File: src/logic/sfm_pkg.sv
// constants and types for the safety input minor fault monitor
// Contract
// - Report code 01H when pulse testing finds an input channel shorted to 24V or to another channel.
// - Report code 02H when the reset input stays on for more than 3 seconds.
// - Report code 04H when the light curtain stays muted longer than the configured mute limit.
// - Report code 05H when no mode selection input is active for more than 250 ms in a row.
// - Report code 06H when more than one mode selection input is active at once.
// - Clear the selection faults only after the selector has stepped through each valid mode in turn.
// - Report code 07H when hazard feedback falls to off while the unlock command is on.
// - Clear the hazardous motion fault when the lock request input is asserted.
// - Report code 08H when, after a reset, one channel of a dual input drops to safe and comes back.
// - Clear the pulse test, reset held, mute time and bounce faults only by power cycle or new configuration.
// - When several fault types are active, report the OR of their type values.
package sfm_pkg;
    localparam int CLK_HZ = 25000000;
    localparam int RESET_HELD_MS = 3000;
    localparam int NO_SEL_MS = 250;
    localparam int RESET_HELD_CYC = CLK_HZ / 1000 * RESET_HELD_MS;
    localparam int NO_SEL_CYC = CLK_HZ / 1000 * NO_SEL_MS;
    localparam int MODE_W = 4;
    localparam int CNT_W = 32;
    localparam logic [7:0] CODE_NONE = 8'h00;
    localparam logic [7:0] CODE_PULSE = 8'h01;
    localparam logic [7:0] CODE_RST_HELD = 8'h02;
    localparam logic [7:0] CODE_MUTE = 8'h04;
    localparam logic [7:0] CODE_NO_SEL = 8'h05;
    localparam logic [7:0] CODE_MULTI_SEL = 8'h06;
    localparam logic [7:0] CODE_HAZARD = 8'h07;
    localparam logic [7:0] CODE_BOUNCE = 8'h08;
    localparam logic [8:0] TYPE_BASE = 9'h010;
    localparam logic [8:0] TYPE_MUTE_SEQ = 9'h040;
    localparam logic [8:0] TYPE_CURTAIN_SEQ = 9'h080;
    localparam logic [8:0] TYPE_TIMING = 9'h004;
    typedef enum logic [1:0] {
        BNC_IDLE = 2'b00,
        BNC_ARMED = 2'b01,
        BNC_DROPPED = 2'b11
    } sfm_bounce_type;
endpackage

File: src/logic/sfm_sync.sv
// three-stage pin synchroniser with agreement filter
`timescale 1ns/1ns
module sfm_sync #(
    parameter int W = 1
) (
    input wire logic clk,
    input wire logic reset,
    input wire logic [W-1:0] din,
    output logic [W-1:0] dout
);
    logic [W-1:0] s1_q;
    logic [W-1:0] s2_q;
    logic [W-1:0] s3_q;

    always_ff @(posedge clk or posedge reset) begin
        if (reset) begin
            s1_q <= '0;
            s2_q <= '0;
            s3_q <= '0;
        end else begin
            s1_q <= din;
            s2_q <= s1_q;
            s3_q <= s2_q;
        end
    end

    // accept a change once stages two and three agree
    genvar i;
    generate
        for (i = 0; i < W; i++) begin : g_bit
            always_ff @(posedge clk or posedge reset) begin
                if (reset) begin
                    dout[i] <= 1'b0;
                end else if (s2_q[i] == s3_q[i]) begin
                    dout[i] <= s3_q[i];
                end
            end
        end
    endgenerate
endmodule

File: src/logic/sfm_monitor.sv
// minor fault monitor for safety relay field inputs
`timescale 1ns/1ns
module sfm_monitor (
    input wire logic CLK,
    input wire logic RESET,
    input wire logic CONFIG_LOAD,
    input wire logic PULSE_TEST_FAIL,
    input wire logic RESET_INPUT,
    input wire logic MUTE_ACTIVE,
    input wire logic [sfm_pkg::CNT_W-1:0] MUTE_LIMIT_CYC,
    input wire logic [sfm_pkg::MODE_W-1:0] MODE_SEL,
    input wire logic HAZARD_FEEDBACK,
    input wire logic UNLOCK_CMD,
    input wire logic LOCK_REQUEST_INPUT,
    input wire logic CHAN_A,
    input wire logic CHAN_B,
    input wire logic SEQ_MUTE_FAULT,
    input wire logic SEQ_CURTAIN_FAULT,
    output logic [7:0] FAULT_CODE,
    output logic [8:0] FAULT_TYPE,
    output logic [7:0] FAULT_FLAGS
);
    localparam int NIN = 7 + sfm_pkg::MODE_W;

    logic [NIN-1:0] pins;
    logic [NIN-1:0] sync;
    logic pulse_s, rst_s, mute_s, haz_s, unl_s, lr_s, cha_s, chb_s;
    logic [sfm_pkg::MODE_W-1:0] mode_s;

    assign pins = {PULSE_TEST_FAIL, RESET_INPUT, MUTE_ACTIVE, HAZARD_FEEDBACK,
                   LOCK_REQUEST_INPUT, CHAN_A, CHAN_B, MODE_SEL};

    sfm_sync #(.W(NIN)) u_sync (
        .clk(CLK),
        .reset(RESET),
        .din(pins),
        .dout(sync)
    );

    assign {pulse_s, rst_s, mute_s, haz_s, lr_s, cha_s, chb_s, mode_s} = sync;
    // unlock command is the relay's own output, same clock
    assign unl_s = UNLOCK_CMD;

    function automatic logic [2:0] ones(input logic [sfm_pkg::MODE_W-1:0] v);
        logic [2:0] n;
        n = 3'd0;
        for (int k = 0; k < sfm_pkg::MODE_W; k++) begin
            n = n + {2'b00, v[k]};
        end
        return n;
    endfunction

    logic f_pulse_q, f_rst_q, f_mute_q, f_nosel_q, f_multi_q, f_haz_q, f_bnc_q;
    logic clear_cfg;
    assign clear_cfg = CONFIG_LOAD;

    // pulse test fault, latched until new configuration
    always_ff @(posedge CLK or posedge RESET) begin
        if (RESET) begin
            f_pulse_q <= 1'b0;
        end else if (pulse_s) begin
            f_pulse_q <= 1'b1;
        end else if (clear_cfg) begin
            f_pulse_q <= 1'b0;
        end
    end

    // reset held timer
    logic [sfm_pkg::CNT_W-1:0] rst_cnt_q;
    always_ff @(posedge CLK or posedge RESET) begin
        if (RESET) begin
            rst_cnt_q <= '0;
        end else if (!rst_s) begin
            rst_cnt_q <= '0;
        end else if (rst_cnt_q != sfm_pkg::CNT_W'(sfm_pkg::RESET_HELD_CYC)) begin
            rst_cnt_q <= rst_cnt_q + 1'b1;
        end
    end

    always_ff @(posedge CLK or posedge RESET) begin
        if (RESET) begin
            f_rst_q <= 1'b0;
        end else if (rst_s && rst_cnt_q == sfm_pkg::CNT_W'(sfm_pkg::RESET_HELD_CYC)) begin
            f_rst_q <= 1'b1;
        end else if (clear_cfg) begin
            f_rst_q <= 1'b0;
        end
    end

    // mute duration timer
    logic [sfm_pkg::CNT_W-1:0] mute_cnt_q;
    always_ff @(posedge CLK or posedge RESET) begin
        if (RESET) begin
            mute_cnt_q <= '0;
        end else if (!mute_s) begin
            mute_cnt_q <= '0;
        end else if (mute_cnt_q <= MUTE_LIMIT_CYC) begin
            mute_cnt_q <= mute_cnt_q + 1'b1;
        end
    end

    always_ff @(posedge CLK or posedge RESET) begin
        if (RESET) begin
            f_mute_q <= 1'b0;
        end else if (mute_s && mute_cnt_q > MUTE_LIMIT_CYC) begin
            f_mute_q <= 1'b1;
        end else if (clear_cfg) begin
            f_mute_q <= 1'b0;
        end
    end

    // mode selection checks
    logic [2:0] nsel;
    assign nsel = ones(mode_s);
    logic [sfm_pkg::CNT_W-1:0] nosel_cnt_q;
    always_ff @(posedge CLK or posedge RESET) begin
        if (RESET) begin
            nosel_cnt_q <= '0;
        end else if (nsel != 3'd0) begin
            nosel_cnt_q <= '0;
        end else if (nosel_cnt_q != sfm_pkg::CNT_W'(sfm_pkg::NO_SEL_CYC)) begin
            nosel_cnt_q <= nosel_cnt_q + 1'b1;
        end
    end

    // walk tracker: each valid mode must be seen alone, in order
    logic [sfm_pkg::MODE_W-1:0] walk_q;
    logic walk_done;
    assign walk_done = walk_q == {sfm_pkg::MODE_W{1'b1}};
    always_ff @(posedge CLK or posedge RESET) begin
        if (RESET) begin
            walk_q <= '0;
        end else if (!(f_nosel_q || f_multi_q) || walk_done) begin
            walk_q <= '0;
        // next expected mode is the lowest bit not yet seen
        end else if (nsel == 3'd1 && mode_s == ((walk_q + 1'b1) & ~walk_q)) begin
            walk_q <= walk_q | mode_s;
        end
    end

    always_ff @(posedge CLK or posedge RESET) begin
        if (RESET) begin
            f_nosel_q <= 1'b0;
        end else if (nsel == 3'd0 && nosel_cnt_q == sfm_pkg::CNT_W'(sfm_pkg::NO_SEL_CYC)) begin
            f_nosel_q <= 1'b1;
        end else if (walk_done) begin
            f_nosel_q <= 1'b0;
        end
    end

    always_ff @(posedge CLK or posedge RESET) begin
        if (RESET) begin
            f_multi_q <= 1'b0;
        end else if (nsel > 3'd1) begin
            f_multi_q <= 1'b1;
        end else if (walk_done) begin
            f_multi_q <= 1'b0;
        end
    end

    // hazardous motion while unlocked
    logic haz_prev_q;
    always_ff @(posedge CLK or posedge RESET) begin
        if (RESET) begin
            haz_prev_q <= 1'b0;
        end else begin
            haz_prev_q <= haz_s;
        end
    end

    always_ff @(posedge CLK or posedge RESET) begin
        if (RESET) begin
            f_haz_q <= 1'b0;
        end else if (haz_prev_q && !haz_s && unl_s) begin
            f_haz_q <= 1'b1;
        end else if (lr_s) begin
            f_haz_q <= 1'b0;
        end
    end

    // contact bounce: armed by a reset press, watch each channel
    sfm_pkg::sfm_bounce_type bnc_q;
    logic both_on;
    assign both_on = cha_s && chb_s;
    always_ff @(posedge CLK or posedge RESET) begin
        if (RESET) begin
            bnc_q <= sfm_pkg::BNC_IDLE;
        end else begin
            case (bnc_q)
                sfm_pkg::BNC_IDLE: begin
                    if (rst_s && both_on) begin
                        bnc_q <= sfm_pkg::BNC_ARMED;
                    end
                end
                sfm_pkg::BNC_ARMED: begin
                    if (!cha_s && !chb_s) begin
                        bnc_q <= sfm_pkg::BNC_IDLE;
                    end else if (cha_s != chb_s) begin
                        bnc_q <= sfm_pkg::BNC_DROPPED;
                    end
                end
                sfm_pkg::BNC_DROPPED: begin
                    if (both_on || (!cha_s && !chb_s)) begin
                        bnc_q <= sfm_pkg::BNC_IDLE;
                    end
                end
                default: bnc_q <= sfm_pkg::BNC_IDLE;
            endcase
        end
    end

    always_ff @(posedge CLK or posedge RESET) begin
        if (RESET) begin
            f_bnc_q <= 1'b0;
        end else if (bnc_q == sfm_pkg::BNC_DROPPED && both_on) begin
            f_bnc_q <= 1'b1;
        end else if (clear_cfg) begin
            f_bnc_q <= 1'b0;
        end
    end

    // reported code: lowest numbered active fault
    logic [7:0] code_d;
    logic [8:0] type_d;
    always_comb begin
        if (f_pulse_q) code_d = sfm_pkg::CODE_PULSE;
        else if (f_rst_q) code_d = sfm_pkg::CODE_RST_HELD;
        else if (f_mute_q) code_d = sfm_pkg::CODE_MUTE;
        else if (f_nosel_q) code_d = sfm_pkg::CODE_NO_SEL;
        else if (f_multi_q) code_d = sfm_pkg::CODE_MULTI_SEL;
        else if (f_haz_q) code_d = sfm_pkg::CODE_HAZARD;
        else if (f_bnc_q) code_d = sfm_pkg::CODE_BOUNCE;
        else code_d = sfm_pkg::CODE_NONE;
        type_d = '0;
        if (code_d != sfm_pkg::CODE_NONE) type_d = type_d | sfm_pkg::TYPE_BASE;
        if (f_mute_q) type_d = type_d | sfm_pkg::TYPE_TIMING;
        if (SEQ_MUTE_FAULT) type_d = type_d | sfm_pkg::TYPE_MUTE_SEQ;
        if (SEQ_CURTAIN_FAULT) type_d = type_d | sfm_pkg::TYPE_CURTAIN_SEQ;
    end

    always_ff @(posedge CLK or posedge RESET) begin
        if (RESET) begin
            FAULT_CODE <= sfm_pkg::CODE_NONE;
            FAULT_TYPE <= '0;
            FAULT_FLAGS <= '0;
        end else begin
            FAULT_CODE <= code_d;
            FAULT_TYPE <= type_d;
            FAULT_FLAGS <= {1'b0, f_bnc_q, f_haz_q, f_multi_q, f_nosel_q, f_mute_q,
                            f_rst_q, f_pulse_q};
        end
    end
endmodule

File: config.mk
export PLATFORM = sky130hd
export DESIGN_NAME = sfm_monitor
export DESIGN_NICKNAME = d
export VERILOG_FILES = /design/src/logic/sfm_pkg.sv /design/src/logic/sfm_sync.sv /design/src/logic/sfm_monitor.sv
export SDC_FILE = /design/constraint.sdc
export NUM_CORES = 1
export LEC_CHECK = 0
export BUFFER_PORTS_ARGS = -buffer_cell sky130_fd_sc_hd__buf_2
export CAP_MARGIN = 15
export CORE_UTILIZATION = 40
export DETAILED_ROUTE_END_ITERATION = 6
export PLACE_DENSITY = 0.61
export SYNTH_ARGS = -nofsm -noshare
export SYNTH_HDL_FRONTEND = slang
export SYNTH_SLANG_ARGS = --single-unit
export TNS_END_PERCENT = 100
File: constraint.sdc
create_clock -name CLK -period 5.5 [get_ports CLK]
set_input_delay 0.275 -clock CLK [delete_from_list [all_inputs] [get_ports CLK]]
set_output_delay 0.275 -clock CLK [all_outputs]
set_load 0.005 [all_outputs]
# After elaboration in Yosys (flattened, before gate mapping)
# Index checks and enable logic that the tools add are counted.
[op_classes]
addsub = 7
mul = 0
div_mod_pow = 0
n_lt_le_gt_ge = 3
eq_ne = 26
shifts = 0
mux = 34
n_bitwise = 3
n_reduce_logical = 31
[ops]
columns = ["operator", "n"]
rows = [
  ["2-to-1 mux 32 bit", 6],
  ["adder 32 x 1 -> 32 bit (second input constant)", 3],
  ["2-to-1 mux 4 bit", 9],
  ["equality test 32 x 23 -> 1 bit (second input constant)", 1],
  ["equality test 32 x 27 -> 1 bit (second input constant)", 1],
  ["greater-than comparator 32 bit", 1],
  ["less-or-equal comparator 32 bit", 1],
  ["inequality test 32 x 23 -> 1 bit (second input constant)", 1],
  ["inequality test 32 x 27 -> 1 bit (second input constant)", 1],
  ["nonzero test 2 bit", 9],
  ["equality test 1 bit", 11],
  ["logical AND 1 bit", 10],
  ["2-to-1 mux 1 bit", 10],
  ["2-to-1 mux 2 bit", 4],
  ["2-to-1 mux 8 bit", 1],
  ["inequality test 2 bit (second input constant)", 4],
  ["nonzero test 8 bit", 1],
  ["2-to-1 mux 7 bit", 1],
  ["case mux 2 bit (3 select lines)", 1],
  ["2-to-1 mux 5 bit", 1],
  ["adder 4 x 1 -> 4 bit (second input constant)", 1],
  ["bitwise AND 4 bit", 1],
  ["equality test 4 bit", 1],
  ["equality test 4 bit (second input constant)", 1],
  ["18 further kinds", 23],
]
[totals]
register_bits = 178
latchBits = 0
ramBits = 0
romBits = 0
in_bits = 49
output_inout_bits = 25
word_cells = 134
mem_count = 0

# Depth between registers and ports, before layout
# Gate-level depths: netlist of run 1.
[depth]
depth_word = 12
mapped_depth = 12
ltp_nobuf = 11

# By module
# Synthesis of run 1 repeated with hierarchy kept, for this count alone.
[unflattened]
cells_unflattened = 807
area_unflattened_um2 = 8309.2
[by_module_without_submodules]
columns = ["module", "instances", "cells_each", "area_per_inst_um2", "seq_area_each_um2"]
rows = [
  ["sfm_monitor", 1, 751, 7080.5, 3103.0],
  ["sfm_sync", 1, 56, 1228.7, 1101.1],
]

# Worst setup path after synthesis of run 1
# No wires, ideal clock.
[synth_path]
path_kind = "reg2reg"
start = "register mute_cnt_q[30] (netlist bit)"
end = "register mute_cnt_q[29] (netlist bit)"
setup_ns = 0.078
arrival_ns = 2.716
required_time_ns = 5.422
path_slack_ns = 2.705
stages_incl_launch_ff = 11
n_path_buf = 2
synth_period_minus_slack_ns = 2.795
path_cell_list = "dfrtp_1 -> ha_1 -> nand4_1 -> or4_1 -> nor2_1 -> o22ai_1 -> or2_1 -> buf_2 -> buf_6 -> or4_1 -> a21oi_1"
[synth_between]
elab_chain_cells = 2
[synth_lines]
columns = ["item", "line", "rtl"]
rows = [
  ["start, declared", "sfm_monitor.sv:91", "logic [sfm_pkg::CNT_W-1:0] mute_cnt_q;"],
  ["start signal, assigned", "sfm_monitor.sv:98", "mute_cnt_q <= mute_cnt_q + 1'b1;"],
  ["less-or-equal comparator 32 bit", "sfm_monitor.sv:97", "end else if (mute_cnt_q <= MUTE_LIMIT_CYC) begin"],
  ["inequality test 2 bit (no source line)", "n/a", ""],
]
# No other way between the ends.
# A chain may end at the register's enable or synchronous reset.

# Final worst setup path of run 1
[layout_path]
start = "register mute_cnt_q[14] (netlist bit)"
end = "register mute_cnt_q[9] (netlist bit)"
# The elaborated chain is that of the path after synthesis.

==> results of run 1 <==
[power by group through the flow]
stage | sequential (W) | combinational [W] | clock, W
after floorplan | 0.00136 | 0.000195 | 0
after global placement | 0.00139 | 0.000248 | 0
after detailed placement | 0.00139 | 0.000254 | 0
after CTS | 0.00136 | 0.000263 | 0.00112
after global routing | 0.00137 | 0.000316 | 0.00117
final | 0.00136 | 0.000274 | 0.00110
[layout make-up]
type / instances / area, um^2
Fill cell: 1853 / 10700
Sequential cell: 168 / 4200
Multi-Input combinational cell: 556 / 3670
Timing Repair Buffer: 83 / 541
Clock buffer: 19 / 443
Tap cell: 270 / 338
Inverter: 62 / 238
Clock inverter: 12 / 91.3
[flip-flops by register name (all words and copies together), names as in the netlist]
name / count
mute_cnt_q: 32
f_haz_q: 1
u_sync.s2_q: 11
FAULT_TYPE: 3
f_rst_q: 1
FAULT_FLAGS: 7
bnc_q: 2
f_multi_q: 1
nosel_cnt_q: 32
u_sync.s1_q: 11
u_sync.s3_q: 11
walk_q: 4
f_pulse_q: 1
f_mute_q: 1
FAULT_CODE: 4
rst_cnt_q: 32
u_sync.dout: 11
f_bnc_q: 1
haz_prev_q: 1
f_nosel_q: 1
[worst max-delay path: stages, from the launching register on]
cell and delay [ns]:
dfrtp_1 0.49, ha_1 0.37, nand4_1 0.16, or4_1 0.61
nor2_1 0.16, o22ai_1 0.13, or2_1 0.40, buf_16 0.24
or4_1 0.50, a21oi_1 0.16
[metal layers]
layer  GRT usage, %  vias up  wire length [um]
met3           3.32       17               496
met1           24.1     2808              8290
li1               -     2965                 -
met4           5.42        0               238
met2           23.5       94              7170
met5              0        -                 0
[metrics by stage]
step	area, um^2	hold WS, ns
floorplan	8290	0.306
detailed placement	8790	0.335
global route	9520	0.124
global placement	8790	0.332
CTS	9470	0.0940
finish	9520	0.106
[placed cells by master, fill, tap and decap left out, drive strengths merged, types with 14 or more instances in the layout]
cell type,n
and2,33
buf,69
clkbuf,19
or4,15
xnor2,35
nand3,40
nor3,16
o21ai,21
a21oi,46
dlygate4sd3,14
nor4,14
or3,14
nand2,54
xor2,23
nand4,29
nor2,56
ha,44
inv,66
dfrtp,168
[what timing repair did]
action                                  in CTS  in global routing
buffers inserted                             0                  0
hold endpoints to repair                    71                  0
endpoints found under the setup margin       0                  0
hold buffers                                14                  0
[cells by family (layout without fill, tap and decap cells)]
logic type | count (synthesis) | count (layout) | share of synthesized area (%)
AOI/OAI and AO/OA | 110 | 110 | 8.20
other | 1 | 10 | 0.0454
adders and majority gates | 56 | 56 | 8.25
xor gates and xnor gates | 58 | 58 | 6.15
buffers and inverters | 97 | 176 | 5.08
DFF | 168 | 168 | 50.9
and+or+nand+nor | 315 | 315 | 20.5
muxes | 7 | 7 | 0.849
[worst min path at each step]
stage	cells after the start	endpoint	startpoint	slack [ns]
6_report	3	f_haz_q$_DFFE_PP0P_	UNLOCK_CMD	0.11
5_1_grt	3	f_haz_q$_DFFE_PP0P_	UNLOCK_CMD	0.12
4_1_cts	3	f_haz_q$_DFFE_PP0P_	UNLOCK_CMD	0.09
3_5_place_dp	0	u_sync.s2_q[3]$_DFF_PP0_	u_sync.s1_q[3]$_DFF_PP0_	0.33
3_3_place_gp	0	u_sync.s2_q[9]$_DFF_PP0_	u_sync.s1_q[9]$_DFF_PP0_	0.33
2_1_floorplan	0	FAULT_TYPE[6]$_DFF_PP0_	SEQ_MUTE_FAULT	0.31
==> tab_implementation.tex, run 1 <==
\begin{tabular}{lr}
\hline
Metric & Value \\
\hline
\multicolumn{2}{l}{\textbf{Outcome}} \\
Result of the run & finished, final reports clean \\
\multicolumn{2}{l}{\textbf{Final layout}} \\
Layout net count & 982 \\
Finished Core Util & 47.1\% \\
Fraction of final layout cells sized beyond drive strength 1 & 11.7\% \\
Layout overhead on the synthesized area & 15.3\% \\
Layout Cells excl Fill & between 1000 and 1500 \\
Antenna diode count & 0 \\
\multicolumn{2}{l}{\textbf{Yosys}} \\
Fraction of registers with async set/reset & 100\% \\
Area share of the largest cell type after synthesis & 50.9\% \\
Top cell types by occurrence after synthesis & dfrtp\_1 (168), inv\_1 (61), nor2\_1 (56) \\
Post-Syn Area per Cell & 10.2 um\^{}2 \\
Cell Area, Synth & 8260 um\^{}2 \\
Synthesis-stage register bit count & 168 \\
Synth area leaders & dfrtp\_1 (51\%), ha\_1 (6.7\%), xnor2\_1 (3.7\%) \\
Most repeated cell in the gate-level netlist after synthesis & dfrtp\_1 \\
Syn Inst Count & 812 \\
Synth Warn \# & 0 \\
Share of synthesized area occupied by flip-flops and latches & 50.9\% \\
Cell type with the largest total area after synthesis & dfrtp\_1 \\
Most used DFF post-synth & dfrtp\_1 \\
Count of distinct cell types in the synthesized netlist & 57 \\
Number of enable-type register cells in the synthesized netlist & 0 \\
\multicolumn{2}{l}{\textbf{Critical path}} \\
Critical path fanouts, max & 34 \\
Reg2reg setup slack & 2.17 ns \\
WP data arrival & 3.66 ns \\
Critical Path RT & 5.84 ns \\
Start-to-end type of the worst setup path & flop to flop \\
Cell count of the worst reg-to-reg path & 9 \\
Endpoint of the most critical register-to-register path & mute\_cnt\_q[9]\$\_DFFE\_PP0P\_ \\
Reg2reg start & mute\_cnt\_q[14]\$\_DFFE\_PP0P\_ \\
Critical Path Start & mute\_cnt\_q[14]\$\_DFFE\_PP0P\_ \\
CP endpoint & mute\_cnt\_q[9]\$\_DFFE\_PP0P\_ \\
Category of the worst setup path launch point & flop \\
Crit. End Element & flop \\
\multicolumn{2}{l}{\textbf{Global routing}} \\
All-Layer GR Usage & 16.2\% \\
Global-route wire length before repair & 27700 um \\
Largest net degree at the start of global routing & 62 \\
Vias in the first global route & 5577 \\
Gr ovfl total & 0 \\
Antenna violations before repair & 0 \\
\multicolumn{2}{l}{\textbf{Clocking}} \\
Maximum clock path buffer count & 2 \\
Root buffer cell & clkbuf\_16 \\
TritonCTS sink count & roughly 170 \\
Clock-pin slew of the registers on the worst-case setup and hold paths & approximately 0.07 ns \\
Htree depth & 4 \\
Number of buffers added by the clock tree synthesis step & 17 \\
Clock tree from TritonCTS & done \\
Worst-Skew Late Latency & roughly 0.43 ns \\
CTS-repair resized insts & 0 \\
\multicolumn{2}{l}{\textbf{Placement}} \\
Hpwl dp & 11100 um \\
Number of port buffers & 63 \\
Final Wtd Congestion & 0.832 \\
Worst-case setup slack after placement & roughly 1.9 ns \\
Count of placed standard cells including taps & 1123 \\
\multicolumn{2}{l}{\textbf{Timing}} \\
Fin Clk Skew & between 0.01 and 0.015 ns \\
Post-layout min period & 3.33 ns \\
Post-route worst setup slack & 2.17 ns \\
Setup repair after global routing missed its margin & false \\
Post-route fraction of the period consumed by the critical path & 60.5\% \\
Setup violators final & 0 \\
Max Fclk & 0.301 GHz \\
Tightest slew margin relative to the limit & about a third \\
Setup TNS & 0 ns \\
Count of pins over their slew limit & 0 \\
Final hold violation count & 0 \\
Worst-margin pin slew & 0.996 ns \\
\multicolumn{2}{l}{\textbf{Power}} \\
PwrDens & 288 nW/um\^{}2 \\
Clock network power share & 40.2\% \\
Switching power & 0.000729 W \\
Maximum resistive drop on vdd & 196 uV \\
Power, Total & 0.00274 W \\
Proportion of power drawn by combinational gates & 10.0\% \\
Net Sw Frac & 26.6\% \\
Static Leakage & 4.26 nW \\
Seq pwr share & between 40\% and 50\% \\
Internal power summed over all cells & 0.00201 W \\
\multicolumn{2}{l}{\textbf{Flow run}} \\
Maximum Capacitance Violations & 0 \\
\multicolumn{2}{l}{\textbf{Die}} \\
Die footprint & roughly 21000 um\^{}2 \\
Initial Utilization & 40.8\% \\
Std cell rows & 52 \\
Width of the die & about 150 um \\
Core Region & 20200 um\^{}2 \\
Die Y & 146 um \\
Top-Level Pins & 74 \\
\multicolumn{2}{l}{\textbf{Drt}} \\
Wirelength per Cell & $\sim$14 um \\
Per-cell via count in the routed design & $\sim$5.0 \\
Initial detailed-routing violation count & 380 \\
Count of unresolved DRC violations after routing & 0 \\
Number of nets with antenna violations after routing & 0 \\
Via count & 5884 \\
Number of detailed-route iterations in the first pass & 4 \\
Wire length after detailed routing & approximately 16000 um \\
\multicolumn{2}{l}{\textbf{Min path}} \\
Hold Path Class & primary input to flop \\
\hline
\end{tabular}
Note: power is estimated with default switching activity, not from simulation.
==> inputs of run 2 (changes only) <==
Settings changed: ABC_AREA set to 1.
Clock period 5.5 ns to 3.4 ns, I/O delays scaled along.
==> run 2 against run 1 <==
Global-route usage rose by 2.2 points; non-clock buffer count is 1 higher; utilization down 0.72 points; flip-flop and latch count did not move; worst hold slack got worse by 0.074 ns; count of clock-buffer cells in the layout is 2 lower; cell count increased by 32%.
==> tab_implementation.tex, run 2 <==
\begin{tabular}{lr}
\hline
Metric & Value \\
\hline
\multicolumn{2}{l}{\textbf{Timing}} \\
Post-layout min period & 2.81 ns (-0.511 ns) \\
Setup TNS & 0 ns (unchanged) \\
Worst-margin pin slew & 0.694 ns (-0.302 ns) \\
Final hold violation count & 0 (unchanged) \\
Fin Clk Skew & 0.0109 ns (-0.0000194 ns) \\
Post-route fraction of the period consumed by the critical path & 82.8\% (+22 points) \\
Count of pins over their slew limit & 0 (unchanged) \\
Max Fclk & 0.355 GHz (+18\%) \\
Tightest slew margin relative to the limit & 53.8\% (+21 points) \\
Setup violators final & 0 (unchanged) \\
Setup repair after global routing missed its margin & false \\
\multicolumn{2}{l}{\textbf{Clocking}} \\
TritonCTS sink count & 168 (unchanged) \\
Count of hold buffers inserted by post-cts repair & 15 (+1) \\
Post CTS Setup Buffer Count & 0 (unchanged) \\
Root buffer cell & clkbuf\_16 \\
Maximum clock path buffer count & 2 (unchanged) \\
Htree depth & 4 (unchanged) \\
Worst-Skew Late Latency & 0.44 ns (about the same) \\
Clock-pin slew of the registers on the worst-case setup and hold paths & 0.08 ns (about the same) \\
Number of buffers added by the clock tree synthesis step & 17 (unchanged) \\
Clock tree from TritonCTS & done \\
CTS-repair resized insts & 0 (unchanged) \\
\multicolumn{2}{l}{\textbf{Yosys}} \\
Synth Warn \# & 0 (unchanged) \\
Number of enable-type register cells in the synthesized netlist & 0 (unchanged) \\
Top cell types by occurrence after synthesis & nand2\_1 (207), dfrtp\_1 (168), inv\_1 (144) \\
Synth area leaders & dfrtp\_1 (44\%), nand2\_1 (8.1\%), ha\_1 (5.7\%) \\
Adder-Cell Fraction of Synth Area & 7.07\% (-1.2 points) \\
Compound-gate portion of the synthesized area & 5.53\% (-2.7 points) \\
Syn Inst Count & 1131 (+39\%) \\
Synth Area in Simple Gates & 30.3\% (+9.7 points) \\
Mux cell area share after synthesis & 0\% (-0.85 points) \\
Most repeated cell in the gate-level netlist after synthesis & nand2\_1 \\
Largest family of logic cells by synthesized area & simple AND/OR/NAND/NOR gates \\
Synthesis-stage register bit count & 168 (unchanged) \\
Count of distinct cell types in the synthesized netlist & 50 (-12\%) \\
Post-Syn Area per Cell & 8.51 um\^{}2 (-16\%) \\
Share of synthesized area occupied by flip-flops and latches & 43.7\% (-7.2 points) \\
Most used DFF post-synth & dfrtp\_1 \\
Area share of xor/xnor cells in the synthesized design & 4.64\% (-1.5 points) \\
Fraction of registers with async set/reset & 100\% (unchanged) \\
Area share of the largest cell type after synthesis & 43.7\% (-7.2 points) \\
Cell Area, Synth & 9620 um\^{}2 (+17\%) \\
Cell type with the largest total area after synthesis & dfrtp\_1 \\
\multicolumn{2}{l}{\textbf{Power}} \\
PwrDens & 421 nW/um\^{}2 (+46\%) \\
Maximum resistive drop on vdd & 319 uV (+62\%) \\
Power, Total & 0.00459 W (+68\%) \\
Static Leakage & 5.13 nW (+20\%) \\
\multicolumn{2}{l}{\textbf{Final layout}} \\
Most frequent cells in the layout & nand2\_1 (207), dfrtp\_1 (167), inv\_1 (143), nor2\_1 (122), buf\_2 (63) \\
Most common cell after layout, fill and taps aside & nand2\_1 \\
Antenna diode count & 0 (unchanged) \\
Fraction of final layout cells sized beyond drive strength 1 & 15.9\% (+4.2 points) \\
Layout net count & 1305 (+33\%) \\
Layout overhead on the synthesized area & 13.3\% \\
Biggest regs & mute\_cnt\_q x32, nosel\_cnt\_q x32, rst\_cnt\_q x32 \\
Number of inserted filler cells in the final layout & 2318 (+25\%) \\
\multicolumn{2}{l}{\textbf{Drt}} \\
Wire length after detailed routing & 20800 um (+29\%) \\
Number of detailed-route iterations in the first pass & 5 (+1) \\
Per-cell via count in the routed design & 4.93 (-2.0\%) \\
Initial detailed-routing violation count & 393 (+3.4\%) \\
Wirelength per Cell & 13.5 um (-2.3\%) \\
Number of nets with antenna violations after routing & 0 (unchanged) \\
Via count & 7602 (+29\%) \\
Count of unresolved DRC violations after routing & 0 (unchanged) \\
\multicolumn{2}{l}{\textbf{Placement}} \\
Hpwl dp & 15300 um (+37\%) \\
Number of port buffers & 63 (unchanged) \\
Final Wtd Congestion & 0.894 (+7.5\%) \\
\multicolumn{2}{l}{\textbf{Global routing}} \\
Antenna violations before repair & 0 (unchanged) \\
Vias in the first global route & 7472 (+34\%) \\
Global-route wire length before repair & 36100 um (+30\%) \\
Gr ovfl total & 0 (unchanged) \\
All-Layer GR Usage & 18.4\% (+2.2 points) \\
Largest net degree at the start of global routing & 103 (+66\%) \\
\multicolumn{2}{l}{\textbf{Critical path}} \\
Critical Path RT & 3.78 ns (-2.06 ns) \\
Critical path fanouts, max & 19 (-44\%) \\
WP data arrival & 3.19 ns (-0.47 ns) \\
Category of the worst setup path launch point & flop \\
Start-to-end type of the worst setup path & flop to flop \\
Crit. End Element & flop \\
\multicolumn{2}{l}{\textbf{Die}} \\
Initial Utilization & 40.9\% (+0.076 points) \\
Std cell rows & 56 (+7.7\%) \\
Die footprint & 24700 um\^{}2 (+16\%) \\
Die Y & 157 um (+7.9\%) \\
Top-Level Pins & 74 (unchanged) \\
Core Region & 23500 um\^{}2 (+16\%) \\
Width of the die & 157 um (+7.9\%) \\
\multicolumn{2}{l}{\textbf{Outcome}} \\
Result of the run & finished, final reports clean \\
\multicolumn{2}{l}{\textbf{Flow run}} \\
Maximum Capacitance Violations & 0 (unchanged) \\
\multicolumn{2}{l}{\textbf{Min path}} \\
Hold Path Class & primary input to flop \\
\hline
\end{tabular}
-- run 2: layout make-up --
type | count | area (um^2) | share of cell area [%]
Clock inverter | 14 | 153 | 1.40
Tap cell | 319 | 399 | 3.66
Sequential cell | 168 | 4210 | 38.6
Multi-Input combinational cell | 783 | 4610 | 42.3
Inverter | 157 | 593 | 5.44
Clock buffer | 17 | 425 | 3.90
Timing Repair Buffer | 84 | 523 | 4.80
-- run 2: kinds of logic (layout without fill, tap and decap cells) --
| logic type | Yosys count | after routing |
|---|---|---|
| xor+xnor | 51 | 51 |
| fa+ha+maj | 56 | 56 |
| simple gates | 569 | 569 |
| compound gates | 97 | 97 |
| buf+inv | 189 | 272 |
| other cells | 1 | 10 |
| flops | 168 | 168 |
-- run 2: final timing paths --
path / start / end / slack [ns] / cells past startpoint
setup / recovery: u_sync.dout[1]$_DFFE_PP0N_ / nosel_cnt_q[11]$_DFFE_PP0N_ / 0.59 / 10
hold / removal: UNLOCK_CMD / f_haz_q$_DFFE_PP0P_ / 0.03 / 3
setup reg to reg: u_sync.dout[1]$_DFFE_PP0N_ / nosel_cnt_q[11]$_DFFE_PP0N_ / 0.59 / 10
hold reg to reg: u_sync.s1_q[7]$_DFF_PP0_ / u_sync.s2_q[7]$_DFF_PP0_ / 0.35 / 0
max in group asynchronous: RESET / u_sync.dout[8]$_DFFE_PP0N_ / 2.11 / 4
min in group asynchronous: RESET / mute_cnt_q[21]$_DFFE_PP0P_ / 0.30 / 3
-- run 2: critical path: stages, from the launching register on --
cell and delay [ns]:
dfrtp_1 0.40, inv_1 0.07, fa_1 0.49, inv_1 0.04
ha_1 0.19, inv_1 0.09, ha_1 0.26, nor3_2 0.20
clkinv_1 0.51, a31oi_1 0.34, o21a_1 0.16
-- run 2: metrics by stage --
stage	hold WS [ns]	instances	cell area [um^2]	setup slack [ns]	util [%]
floorplan	0.201	1140	9660	1.00	-
global placement	0.220	1496	10200	0.672	43.2
detailed placement	0.227	1496	10200	0.590	43.2
CTS	0.0344	1542	10900	0.549	46.3
global route	0.0745	1542	10900	0.364	46.3
finish	0.0323	1542	10900	0.585	46.3
-- run 2: routing by layer --
layer  global-route usage (%)  routed length [um]  up-vias
li1                         -                   -     3851
met2                     30.2                9780      103
met3                     3.00                 568       26
met1                     25.0               10200     3622
met4                     5.27                 301        0
met5                        0                   0        -
-- run 2: where the power goes --
group / internal [W] / total (W) / switching (W)
clock network: 0.000983 / 0.00191 / 0.000932
logic: 0.000184 / 0.000493 / 0.000310
registers: 0.00210 / 0.00219 / 0.0000900
